==> config.mk <==
export PLATFORM = sky130hd
export DESIGN_NAME = dls_double_shift
export DESIGN_NICKNAME = d
export VERILOG_FILES = /design/src/inc/dls_pkg.sv /design/src/verilog/dls_shifter.sv /design/src/verilog/dls_axil_slave.sv /design/src/verilog/dls_double_shift.sv
export SDC_FILE = /design/constraint.sdc
export NUM_CORES = 1
export LEC_CHECK = 0
export BUFFER_PORTS_ARGS = -buffer_cell sky130_fd_sc_hd__buf_2
export CORE_AREA = 2 2 117 119
export DETAILED_ROUTE_END_ITERATION = 7
export DIE_AREA = 0 0 119 121
export PLACE_DENSITY = 0.9
export SETUP_SLACK_MARGIN = 0.4
export SYNTH_ARGS = -nofsm -noshare
export SYNTH_HDL_FRONTEND = slang
export SYNTH_SLANG_ARGS = --single-unit
==> constraint.sdc <==
create_clock -name ref_clk -period 4 [get_ports ref_clk]
set_clock_uncertainty 0.1 [all_clocks]
set_input_delay 0.8 -clock ref_clk [delete_from_list [all_inputs] [get_ports ref_clk]]
set_output_delay 0.8 -clock ref_clk [all_outputs]
set_load 0.01 [all_outputs]
==> src/inc/dls_pkg.sv <==
// Constants and types for the double-length shift unit.
// Assumes a 24-bit word and a 32-bit AXI4-Lite register bus.
package dls_pkg;

    // ************************************************************
    // Word and instruction layout
    // ************************************************************
    localparam int WORD_W        = 24;
    localparam int CNT_W         = 5;
    localparam int OP_HI         = 23;
    localparam int OP_LO         = 18;
    localparam logic [5:0] OP_SHIFT = 6'h25;
    localparam int BIT_DOUBLE    = 11;
    localparam int BIT_LEFT      = 10;
    localparam int FILL_HI       = 9;
    localparam int FILL_LO       = 8;
    localparam logic [1:0] FILL_ZERO = 2'h0;
    localparam logic [1:0] FILL_ONE  = 2'h1;
    localparam logic [1:0] FILL_TWO  = 2'h2;
    localparam int BIT_LO_CLR    = 5;
    localparam int BIT_B23TO22   = 6;
    localparam logic [CNT_W-1:0] CNT_DONE = 5'h1F;
    localparam logic [14:0] Q_CELL = 15'h0008;

    // ************************************************************
    // Register map (byte addresses)
    // ************************************************************
    localparam logic [7:0] REG_CTRL   = 8'h00;
    localparam logic [7:0] REG_INSTR  = 8'h04;
    localparam logic [7:0] REG_A      = 8'h08;
    localparam logic [7:0] REG_Q      = 8'h0C;
    localparam logic [7:0] REG_STATUS = 8'h10;
    localparam logic [7:0] REG_IRQST  = 8'h14;
    localparam logic [7:0] REG_IRQMSK = 8'h18;
    localparam int CTRL_START = 0;
    localparam int CTRL_OVCLR = 1;
    localparam int ST_BUSY    = 0;
    localparam int ST_OVF     = 1;
    localparam int IRQ_DONE   = 0;
    localparam int IRQ_OVF    = 1;
    localparam int IRQ_BADOP  = 2;
    localparam int IRQ_W      = 3;
    localparam logic [1:0] RESP_OKAY   = 2'h0;
    localparam logic [1:0] RESP_SLVERR = 2'h2;

    typedef enum logic [4:0] {
        ST_IDLE  = 5'b00001,
        ST_RDQ   = 5'b00010,
        ST_SHIFT = 5'b00100,
        ST_WRQ   = 5'b01000,
        ST_WREL  = 5'b10000
    } dls_state_t;

endpackage

==> src/verilog/dls_shifter.sv <==
// One shift step of A and B for the double-length commands.
// Assumes the caller enables it only on a shift slot.
`timescale 1ns/1ps
module dls_shifter
    import dls_pkg::*;
(
    input  wire logic [WORD_W-1:0] aIn,
    input  wire logic [WORD_W-1:0] bIn,
    input  wire logic              left,
    input  wire logic [1:0]        fill,
    input  wire logic              clrB23,
    output logic      [WORD_W-1:0] aOut,
    output logic      [WORD_W-1:0] bOut,
    output logic                   signChange
);
    logic aLeftIn;
    logic aRightIn;
    logic [WORD_W-1:0] bLeft;
    logic [WORD_W-1:0] bRight;

    // Left fill of A0: zero, Q22 or Q23
    assign aLeftIn  = (fill == FILL_ONE) ? bIn[WORD_W-2] :
                      (fill == FILL_TWO) ? bIn[WORD_W-1] : 1'b0;
    // Right fill of A23: zero, A23 kept or Q0
    assign aRightIn = (fill == FILL_ONE) ? aIn[WORD_W-1] :
                      (fill == FILL_TWO) ? bIn[0] : 1'b0;
    // B left: zero into B0, B23 cleared when asked
    assign bLeft    = {bIn[WORD_W-2] & ~clrB23, bIn[WORD_W-3:0], 1'b0};
    // B right: A0 into B22 (arith, B23 clear) or B23 (circular)
    assign bRight   = clrB23 ? {1'b0, aIn[0], bIn[WORD_W-2:1]}
                             : {aIn[0], bIn[WORD_W-1:1]};
    assign aOut       = left ? {aIn[WORD_W-2:0], aLeftIn} : {aRightIn, aIn[WORD_W-1:1]};
    assign bOut       = left ? bLeft : bRight;
    assign signChange = aIn[WORD_W-1] ^ aIn[WORD_W-2];
endmodule // dls_shifter

==> src/verilog/dls_axil_slave.sv <==
// AXI4-Lite slave front end: one write and one read at a time.
// Assumes a single clock and synchronous active-high reset.
`timescale 1ns/1ps
module dls_axil_slave
    import dls_pkg::*;
(
    input  wire logic        ref_clk,
    input  wire logic        rst,
    input  wire logic [7:0]  awaddr,
    input  wire logic        awvalid,
    output logic             awready,
    input  wire logic [31:0] wdata,
    input  wire logic [3:0]  wstrb,
    input  wire logic        wvalid,
    output logic             wready,
    output logic [1:0]       bresp,
    output logic             bvalid,
    input  wire logic        bready,
    input  wire logic [7:0]  araddr,
    input  wire logic        arvalid,
    output logic             arready,
    output logic [31:0]      rdata,
    output logic [1:0]       rresp,
    output logic             rvalid,
    input  wire logic        rready,
    output logic             wrEn,
    output logic [7:0]       wrAddr,
    output logic [31:0]      wrData,
    output logic [3:0]       wrStrb,
    input  wire logic        wrErr,
    output logic             rdEn,
    output logic [7:0]       rdAddr,
    input  wire logic [31:0] rdValue,
    input  wire logic        rdErr
);
    logic       awHeld;
    logic       wHeld;
    logic       awTake;
    logic       wTake;
    logic       arTake;

    // ************************************************************
    // Write path
    // ************************************************************
    assign awready = ~awHeld & ~bvalid;
    assign wready  = ~wHeld & ~bvalid;
    assign awTake  = awvalid & awready;
    assign wTake   = wvalid & wready;
    assign wrEn    = awHeld & wHeld;

    always_ff @(posedge ref_clk) begin
        if (rst) begin
            awHeld <= 1'b0;
            wHeld  <= 1'b0;
            bvalid <= 1'b0;
            bresp  <= RESP_OKAY;
            wrAddr <= 8'h00;
            wrData <= 32'h00000000;
            wrStrb <= 4'h0;
        end else begin
            if (awTake) begin
                awHeld <= 1'b1;
                wrAddr <= awaddr;
            end
            if (wTake) begin
                wHeld  <= 1'b1;
                wrData <= wdata;
                wrStrb <= wstrb;
            end
            if (wrEn) begin
                awHeld <= 1'b0;
                wHeld  <= 1'b0;
                bvalid <= 1'b1;
                bresp  <= wrErr ? RESP_SLVERR : RESP_OKAY;
            end else if (bvalid && bready) begin
                bvalid <= 1'b0;
            end
        end
    end

    // ************************************************************
    // Read path
    // ************************************************************
    assign arready = ~rvalid;
    assign arTake  = arvalid & arready;
    assign rdEn    = arTake;
    assign rdAddr  = araddr;

    always_ff @(posedge ref_clk) begin
        if (rst) begin
            rvalid <= 1'b0;
            rdata  <= 32'h00000000;
            rresp  <= RESP_OKAY;
        end else if (arTake) begin
            rvalid <= 1'b1;
            rdata  <= rdValue;
            rresp  <= rdErr ? RESP_SLVERR : RESP_OKAY;
        end else if (rvalid && rready) begin
            rvalid <= 1'b0;
        end
    end
endmodule // dls_axil_slave

==> src/verilog/dls_double_shift.sv <==
// Double-length shift unit: A and Q (held in memory cell 10 octal).
// Assumes a core memory port with data-ready and release handshakes.
`timescale 1ns/1ps
module dls_double_shift
    import dls_pkg::*;
#(
    parameter int ADDR_W = 15
)
(
    input  wire logic              ref_clk,
    input  wire logic              rst,
    input  wire logic [7:0]        awaddr,
    input  wire logic              awvalid,
    output logic                   awready,
    input  wire logic [31:0]       wdata,
    input  wire logic [3:0]        wstrb,
    input  wire logic              wvalid,
    output logic                   wready,
    output logic [1:0]             bresp,
    output logic                   bvalid,
    input  wire logic              bready,
    input  wire logic [7:0]        araddr,
    input  wire logic              arvalid,
    output logic                   arready,
    output logic [31:0]            rdata,
    output logic [1:0]             rresp,
    output logic                   rvalid,
    input  wire logic              rready,
    output logic                   memReq,
    output logic                   memWrite,
    output logic [ADDR_W-1:0]      memAddr,
    output logic [WORD_W-1:0]      memWdata,
    input  wire logic [WORD_W-1:0] memRdata,
    input  wire logic              memDataReady,
    input  wire logic              memRelease,
    output logic                   irq
);
    dls_state_t state;
    dls_state_t next_state;
    logic [WORD_W-1:0] instr;
    logic [WORD_W-1:0] regA;
    logic [WORD_W-1:0] regB;
    logic [CNT_W-1:0]  shiftCnt;
    logic              overflow_flag;
    logic              gotReady;
    logic [IRQ_W-1:0]  irqStatus;
    logic [IRQ_W-1:0]  irqMask;
    logic [IRQ_W-1:0]  irqEvent;
    logic              wrEn;
    logic [7:0]        wrAddr;
    logic [31:0]       wrData;
    logic [3:0]        wrStrb;
    logic              wrErr;
    logic              rdEn;
    logic [7:0]        rdAddr;
    logic [31:0]       rdValue;
    logic              rdErr;
    logic [WORD_W-1:0] aNext;
    logic [WORD_W-1:0] bNext;
    logic              signChange;
    logic              shift_command_class;
    logic              dblLeftLogic;
    logic              double_left_arith_cmd;
    logic              double_right_arith_cmd;
    logic              double_right_circ_cmd;
    logic              b_msb_clear_gate;
    logic              shift_time_slot;
    logic              cntDone;
    logic              startCmd;
    logic              startGo;
    logic              badOp;
    logic              wrCtrl;
    logic              idle;

    // ************************************************************
    // Command decode
    // ************************************************************
    assign shift_command_class    = (instr[OP_HI:OP_LO] == OP_SHIFT) && instr[BIT_DOUBLE];
    assign double_left_arith_cmd  = shift_command_class && instr[BIT_LEFT]
                                    && (instr[FILL_HI:FILL_LO] == FILL_ONE);
    assign double_right_arith_cmd = shift_command_class && !instr[BIT_LEFT]
                                    && (instr[FILL_HI:FILL_LO] == FILL_ONE);
    assign double_right_circ_cmd  = shift_command_class && !instr[BIT_LEFT]
                                    && (instr[FILL_HI:FILL_LO] == FILL_TWO);
    assign dblLeftLogic           = shift_command_class && instr[BIT_LEFT]
                                    && (instr[FILL_HI:FILL_LO] == FILL_TWO);
    assign b_msb_clear_gate       = double_left_arith_cmd | double_right_arith_cmd;
    assign badOp                  = !shift_command_class || (&instr[FILL_HI:FILL_LO]);
    assign idle                   = (state == ST_IDLE);
    assign wrCtrl                 = wrEn && (wrAddr == REG_CTRL) && wrStrb[0];
    assign startCmd               = wrCtrl && wrData[CTRL_START] && idle;
    assign startGo                = startCmd && !badOp;

    // ************************************************************
    // Sequencer
    // ************************************************************
    assign cntDone         = (shiftCnt == CNT_DONE);
    assign shift_time_slot = (state == ST_SHIFT) && !cntDone;

    always_comb begin
        next_state = state;
        unique case (state)
            ST_IDLE:  if (startGo) next_state = ST_RDQ;
            ST_RDQ:   if ((gotReady || memDataReady) && memRelease) next_state = ST_SHIFT;
            ST_SHIFT: if (cntDone) next_state = ST_WRQ;
            ST_WRQ:   next_state = ST_WREL;
            ST_WREL:  if (memRelease) next_state = ST_IDLE;
        endcase
    end

    assign memReq   = (state == ST_RDQ) || (state == ST_WRQ);
    assign memWrite = (state == ST_WRQ);
    assign memAddr  = ADDR_W'(Q_CELL);
    assign memWdata = regB;

    always_ff @(posedge ref_clk) begin
        if (rst) begin
            state    <= ST_IDLE;
            gotReady <= 1'b0;
        end else begin
            state    <= next_state;
            gotReady <= (state == ST_RDQ) && (gotReady || memDataReady) && !memRelease;
        end
    end

    // ************************************************************
    // Datapath
    // ************************************************************
    dls_shifter u_shifter (
        .aIn        (regA),
        .bIn        (regB),
        .left       (instr[BIT_LEFT]),
        .fill       (instr[FILL_HI:FILL_LO]),
        .clrB23     (b_msb_clear_gate),
        .aOut       (aNext),
        .bOut       (bNext),
        .signChange (signChange)
    );

    always_ff @(posedge ref_clk) begin
        if (rst) begin
            regA     <= '0;
            regB     <= '0;
            instr    <= '0;
            shiftCnt <= '0;
        end else begin
            if (wrEn && idle && (wrAddr == REG_INSTR)) instr <= wrData[WORD_W-1:0];
            if (wrEn && idle && (wrAddr == REG_A)) regA <= wrData[WORD_W-1:0];
            if (startGo) shiftCnt <= ~instr[CNT_W-1:0];
            if ((state == ST_RDQ) && memDataReady) regB <= memRdata;
            if (shift_time_slot) begin
                regA     <= aNext;
                regB     <= bNext;
                shiftCnt <= shiftCnt + 5'h01;
            end
        end
    end

    // Overflow is sticky; only software clears it, set wins
    always_ff @(posedge ref_clk) begin
        if (rst) begin
            overflow_flag <= 1'b0;
        end else if (shift_time_slot && double_left_arith_cmd && signChange) begin
            overflow_flag <= 1'b1;
        end else if (wrCtrl && wrData[CTRL_OVCLR]) begin
            overflow_flag <= 1'b0;
        end
    end

    // ************************************************************
    // Interrupts and registers
    // ************************************************************
    assign irqEvent[IRQ_DONE]  = (state == ST_WREL) && memRelease;
    assign irqEvent[IRQ_OVF]   = shift_time_slot && double_left_arith_cmd && signChange;
    assign irqEvent[IRQ_BADOP] = startCmd && badOp;
    assign irq                 = |(irqStatus & irqMask);

    always_ff @(posedge ref_clk) begin
        if (rst) begin
            irqStatus <= '0;
            irqMask   <= '0;
        end else begin
            if (wrEn && (wrAddr == REG_IRQMSK)) irqMask <= wrData[IRQ_W-1:0];
            if (wrEn && (wrAddr == REG_IRQST)) irqStatus <= (irqStatus & ~wrData[IRQ_W-1:0]) | irqEvent;
            else irqStatus <= irqStatus | irqEvent;
        end
    end

    assign wrErr = !((wrAddr == REG_CTRL) || (wrAddr == REG_INSTR) || (wrAddr == REG_A)
                     || (wrAddr == REG_IRQST) || (wrAddr == REG_IRQMSK));
    assign rdErr = !((rdAddr == REG_CTRL) || (rdAddr == REG_INSTR) || (rdAddr == REG_A)
                     || (rdAddr == REG_Q) || (rdAddr == REG_STATUS)
                     || (rdAddr == REG_IRQST) || (rdAddr == REG_IRQMSK));
    assign rdValue = (rdAddr == REG_INSTR)  ? {8'h00, instr} :
                     (rdAddr == REG_A)      ? {8'h00, regA} :
                     (rdAddr == REG_Q)      ? {8'h00, regB} :
                     (rdAddr == REG_STATUS) ? {30'h00000000, overflow_flag, !idle} :
                     (rdAddr == REG_IRQST)  ? {29'h00000000, irqStatus} :
                     (rdAddr == REG_IRQMSK) ? {29'h00000000, irqMask} : 32'h00000000;

    dls_axil_slave u_bus (
        .ref_clk (ref_clk),
        .rst     (rst),
        .awaddr  (awaddr),
        .awvalid (awvalid),
        .awready (awready),
        .wdata   (wdata),
        .wstrb   (wstrb),
        .wvalid  (wvalid),
        .wready  (wready),
        .bresp   (bresp),
        .bvalid  (bvalid),
        .bready  (bready),
        .araddr  (araddr),
        .arvalid (arvalid),
        .arready (arready),
        .rdata   (rdata),
        .rresp   (rresp),
        .rvalid  (rvalid),
        .rready  (rready),
        .wrEn    (wrEn),
        .wrAddr  (wrAddr),
        .wrData  (wrData),
        .wrStrb  (wrStrb),
        .wrErr   (wrErr),
        .rdEn    (rdEn),
        .rdAddr  (rdAddr),
        .rdValue (rdValue),
        .rdErr   (rdErr)
    );
endmodule // dls_double_shift

### Yosys cells after proc, flatten, opt, wreduce, memory -nomap -nowiden

Index checks and enable logic that the tools add are counted.

* register bits after elaboration: 163
* input port bits: 85
* output and inout bits: 83
* logic and storage cells: 157

* add/subtract/negate cells: 1
* equality and inequality tests: 24
* mux-type cells: 33
* bitwise operators: 20
* reductions and logical operators: 59

Operator list (count)
* $mux W24: 10
* $eq A8 B5 Y1 const B: 5
* $mux W5: 6
* $logic_and A1 B1 Y1: 27
* $pmux W5 S5: 1
* $eq A8 B4 Y1 const B: 3
* $eq A8 B3 Y1 const B: 2
* $logic_not A8 Y1: 2
* $logic_or A1 B1 Y1: 13
* $mux W3: 4
* $reduce_bool A2 Y1: 6
* $eq A5 B5 Y1 const B: 2
* $mux W1: 10
* $ne A2 B2 Y1 const B: 4
* $and A1 B1 Y1: 7
* $and A3 B3 Y3: 2
* $eq A6 B6 Y1 const B: 1
* $logic_not A1 Y1: 6
* $or A3 B3 Y3: 2
* $add A5 B1 Y5 const B: 1
* $eq A5 B1 Y1 const B: 1
* $eq A5 B2 Y1 const B: 1
* $eq A5 B3 Y1 const B: 1
* $eq A5 B4 Y1 const B: 1
* other kinds (13): 19

### Logic depth before layout (Yosys ltp)

* word-level depth: 9
* mapped depth: 10
* gate-level depth less buffers: 8

### Cells and area by module

Synthesis repeated with hierarchy kept, for this count alone.

* cell total of the unflattened synthesis: 1060
* area, all modules: 8509.4 um^2

Modules (own cells, without submodules)
* dls_double_shift: times used 1, cells an instance 635, area an instance 4879.7 um^2, seq. area each 1801.7 um^2
* dls_axil_slave: times used 1, cells an instance 362, area an instance 2959.1 um^2, seq. area each 1641.6 um^2
* dls_shifter: times used 1, cells an instance 63, area an instance 670.6 um^2, seq. area each 0.0 um^2

### Least setup slack after synthesis

Ideal clock, no wire load.

* path type: reg-to-reg
* start point: register shiftCnt[0]
* end point: register regB[0], in the netlist memWdata[0]
* setup time: 0.130 ns
* arrival time: 2.068 ns
* required time: 3.770 ns
* setup slack: 1.702 ns
* cell stages (with the launch flop): 10
* buffers on the path: 2
* clock period less this slack: 2.298 ns
* cell sequence: dfxtp_1 ha_1 and3_1 ha_1 or3b_1 or2_1 buf_2 buf_6 a211oi_1 nor3_2

* cells in the longest elaborated chain, start to end: 4
* elaborated cells between the ends (all ways): 5
* those cells by class: eq/ne: 1; mux: 1; reduce/logical: 3

Ends and longest elaborated chain
* start: declaration: RTL line dls_double_shift.sv:43 `logic [CNT_W-1:0] shiftCnt;`
* start signal: assignment: RTL line dls_double_shift.sv:149 `if (startGo) shiftCnt <= ~instr[CNT_W-1:0];`
* start signal: assignment: RTL line dls_double_shift.sv:154 `shiftCnt <= shiftCnt + 5'h01;`
* $eq A5 B5 Y1 *: RTL line dls_double_shift.sv:97 `assign cntDone = (shiftCnt == CNT_DONE);`
* $logic_not A1 Y1 *: RTL line dls_double_shift.sv:98 `assign shift_time_slot = (state == ST_SHIFT) && !cntDone;`
* $logic_and A1 B1 Y1 *: RTL line dls_double_shift.sv:98
* $mux W24 or $reduce_bool A2 Y1 (tied branches)
* end signal: assignment: RTL line dls_double_shift.sv:150 `if ((state == ST_RDQ) && memDataReady) regB <= memRdata;`
* end signal: assignment: RTL line dls_double_shift.sv:153 `regB <= bNext;`
* end: declaration: RTL line dls_double_shift.sv:42 `logic [WORD_W-1:0] regB;`

Mark *: on every way between the ends. The rest lies on a longest branch, timed or not.
A chain may end at the register's enable or synchronous reset.

### Final worst setup path

* start point: register shiftCnt[0]
* end point: register regA[16]

* cells in the longest elaborated chain, start to end: 4
* elaborated cells between the ends (all ways): 5
* those cells by class: eq/ne: 1; mux: 1; reduce/logical: 3

Ends and longest elaborated chain
* $eq A5 B5 Y1 *: RTL line dls_double_shift.sv:97
* $logic_not A1 Y1 *: RTL line dls_double_shift.sv:98
* $logic_and A1 B1 Y1 *: RTL line dls_double_shift.sv:98
* $mux W24 or $reduce_bool A2 Y1 (tied branches)
* end signal: assignment: RTL line dls_double_shift.sv:148 `if (wrEn && idle && (wrAddr == REG_A)) regA <= wrData[WORD_W-1:0];`
* end signal: assignment: RTL line dls_double_shift.sv:152 `regA <= aNext;`
* end: declaration: RTL line dls_double_shift.sv:41 `logic [WORD_W-1:0] regA;`

Marks and branches as above.

==> flow_summary_export.csv <==
group,metric,value,unit
outcome,run_status,"completed",
setup_path,crit_buf_inv,1,
global_route,first_global_vias,6375,
drt,post_drt_wl_per_cell,16.7,µm
synthesis,postSynthRegisterBits,153,
die,start_util,58.5,%
global_route,first_pass_grt_wire_length,32.3,mm
clocking,insertion_delay,0.42,ns
synthesis,count_of_distinct_cell_types_in_the_synthesized_netlist,63,
setup_path,critPathArrivalTime,3.12,ns
layout,syn_to_final_growth,14.9,%
placed_design,gp_weighted_congestion,0.852,
clocking,cts-htree-levels,4,
global_route,antenna_found_initial,0,
synthesis,synthesis.yosys.warnings,0,
timing,slew_headroom,31.6,%
setup_path,worst-setup-path-type,"reg2reg",
setup_path,critPathMaxStageDelay,0.49,ns
job,maxCapViolCount,0,
clocking,cts.sink_count,153,
setup_path,critical_path_rt,4.24,ns
layout,layout-drive-gt1-share,23.8,%
setup_path,timing.critical_path.slowest_stage_cell,"a31o_2",
placed_design,place.detailed.instances,1162,
layout,most-common-layout-cells,"nand2_1, dfxtp_1, buf_2",
synthesis,synthCells,916,
synthesis,synth_top_area_share,40.0,%
layout,antenna-diode-count,0,
clocking,cts.reportedPaths.clkPinSlew,0.06,ns
die,design.core.area,13100,µm²
global_route,globalRouteTotalUtil,27.8,%
drt,detail_route.first_pass.iterations,7,
synthesis,syn-cell-area,7650,µm²
setup_path,worst_setup_path_end_kind,"flop",
drt,routed_wl,19.9,mm
die,die_w,119,µm
hold_path,worstHoldPathType,"reg2reg",
setup_path,critPathMostFrequentCell,"ha_1",
timing,setup-violations-final,0,
die,design.portCount,168,
power,static-leakage-power,3.21,nW
timing,finalCriticalPeriod,2.87,ns
layout,final_core_util,67.2,%
timing,timing_hold_violations_final,0,
global_route,grt_max_degree,84,
die,dieArea,14400,µm²
clocking,post_cts_resize_count,0,
synthesis,synth-async-reset-ratio,0,%
setup_path,worstSetupStartpointType,"flop",
drt,post_detailed_route_count_of_antenna_violating_nets,0,
clocking,clk_root_buffer_cell,"clkbuf_16",
drt,routed_via_density,5.96,
clocking,holdBufCountCts,0,
global_route,grt_ovf,0,
timing,max_slew.worst_pin.slew,1.02,ns
timing,setup_total_negative_slack,0,ns
layout,layoutNonFillerInstCount,1193,
layout,final_nets,1092,
power,peakVddDrop,0.000300,V
timing,drv_slew,0,
layout,commonest_non_fill_non_tap_cell_in_the_layout,"nand2_1",
placed_design,place.port_buffers,131,
power,cellPowerDensity,399,nW/µm²
setup_path,worstPathMaxFanout,25,
synthesis,syn_area_per_cell,8.35,µm²
setup_path,cpLargestDelayFamily,"compound AO/OA/AOI/OAI gates",
synthesis,synth_ff_type,"dfxtp_1",
timing,setup_repair_after_global_routing_missed_its_margin,"no",
synthesis,synth.top_cells.by_area,"dfxtp_1, nand2_1, mux2i_1",
synthesis,synthDominantAreaCellType,"dfxtp_1",
clocking,cts_setup_buffers,0,
setup_path,cp_cell_sequence,"ha_1 > and3_1 > ha_1 > or3b_1 > nor2_4 > buf_4 > a31o_2 > o211ai_1 > a21oi_1",
placed_design,hpwl,13.3,mm
timing,maxClockFrequency,348,MHz
drt,violation_count_after_the_first_detailed_routing_iteration,828,
timing,period_share,71.9,%
die,rows,42,
die,chipHeight,121,µm
clocking,cts_inserted_buffers,17,
clocking,cts_tree,"built",
synthesis,number_of_flops_mapped_to_enable_cells_by_yosys,0,
drt,drc,0,
synthesis,ys_seq_area_share,40.0,%
clocking,clock_path_buffers,2,
drt,vias,7113,
-- report_power, final --
| part | switching, mW | total (mW) | internal, mW | leakage [nW] |
|---|---|---|---|---|
| Clock | 0.623 | 1.68 | 1.05 | 0.295 |
| Sequential | 0.0431 | 1.60 | 1.56 | 1.24 |
| Combinational | 0.146 | 0.229 | 0.0823 | 1.68 |
| Total | 0.812 | 3.51 | 2.69 | 3.21 |
-- sequential cells by signal, summed over array words and instances (netlist names) --
register       cells
instr             24
memWdata          24
regA              24
u_bus.rdata       24
u_bus.wrData      24
u_bus.wrAddr       8
shiftCnt           5
state              5
irqMask            3
irqStatus          3
gotReady           1
overflow_flag      1
u_bus.awHeld       1
u_bus.bresp        1
u_bus.bvalid       1
u_bus.rresp        1
u_bus.rvalid       1
u_bus.wHeld        1
u_bus.wrStrb       1
-- worst reg2reg max path, delay by kind of cell, from the launching register on --
kind | cells | cell delay (ns)
AO/OA/AOI/OAI | 3 | 0.85
AND/OR/NAND/NOR | 3 | 0.77
adder cells (fa/ha/maj) | 2 | 0.44
flip-flops | 1 | 0.34
buffers and inverters | 1 | 0.29
-- final cells by class --
class                           count  area, µm²
Fill cell                        1027       4290
Multi-Input combinational cell    682       4110
Sequential cell                   153       3060
Timing Repair Buffer              141        746
Clock buffer                       19        443
Tap cell                          176        220
Clock inverter                     12        175
Inverter                           10       37.5
-- synth_stat cells, types with 6 or more instances --
cell        n
a211oi_1    8
a21oi_1    92
a21oi_2    20
a22o_1     23
a22oi_1    23
buf_1       6
buf_2      13
buf_4      31
clkbuf_1   39
dfxtp_1   153
inv_1      10
mux2_2     25
mux2i_1    50
nand2_1   202
nand2_2    15
nand3_1     7
nand3b_1    6
nor2_1     50
nor2b_1     7
nor3_1     10
o211ai_1   45
o21ai_0    10
-- cell families (layout without fill, tap and decap cells) --
kind of cell / count (synthesis) / in the layout / synth area share (%)
DFF: 153 / 153 / 40.0
xor gates and xnor gates: 4 / 4 / 0.458
and+or+nand+nor: 332 / 332 / 19.8
other: 2 / 25 / 0.0982
buffers and inverters: 104 / 182 / 7.49
adders and majority gates: 2 / 2 / 0.327
muxes: 75 / 75 / 10.2
AOI/OAI and AO/OA: 244 / 244 / 21.6
-- worst paths after layout --
path                                 from                      endpoint  slack, ns  cells past startpoint
max              shiftCnt[0]$_SDFFE_PP0P_         regA[16]$_SDFFE_PP0P_       1.13                      9
min          u_bus.wrAddr[0]$_SDFFE_PP0P_  u_bus.wrAddr[0]$_SDFFE_PP0P_       0.35                      2
max reg2reg      shiftCnt[0]$_SDFFE_PP0P_         regA[16]$_SDFFE_PP0P_       1.13                      9
min reg2reg  u_bus.wrAddr[0]$_SDFFE_PP0P_  u_bus.wrAddr[0]$_SDFFE_PP0P_       0.35                      2
-- metal layers --
| layer | track usage (%) | wire [µm] | vias to the layer above |
|---|---|---|---|
| li1 | - | - | 3361 |
| met1 | 39.2 | 8900 | 3320 |
| met2 | 41.9 | 8880 | 384 |
| met3 | 4.98 | 1660 | 48 |
| met4 | 11.4 | 472 | 0 |
| met5 | 0 | 0 | - |
-- per-stage QoR --
step	worst slack [ns]	power (mW)	hold slack, ns	instance area [µm²]
2_1_floorplan	1.70	1.79	0.329	7740
3_3_place_gp	1.26	1.85	0.339	8170
3_5_place_dp	1.19	1.86	0.345	8170
5_1_grt	0.960	3.61	0.386	8790
6_report	1.13	3.51	0.354	8790
4_1_cts	1.16	3.52	0.353	8790
Power figures use the tool's default switching activity.
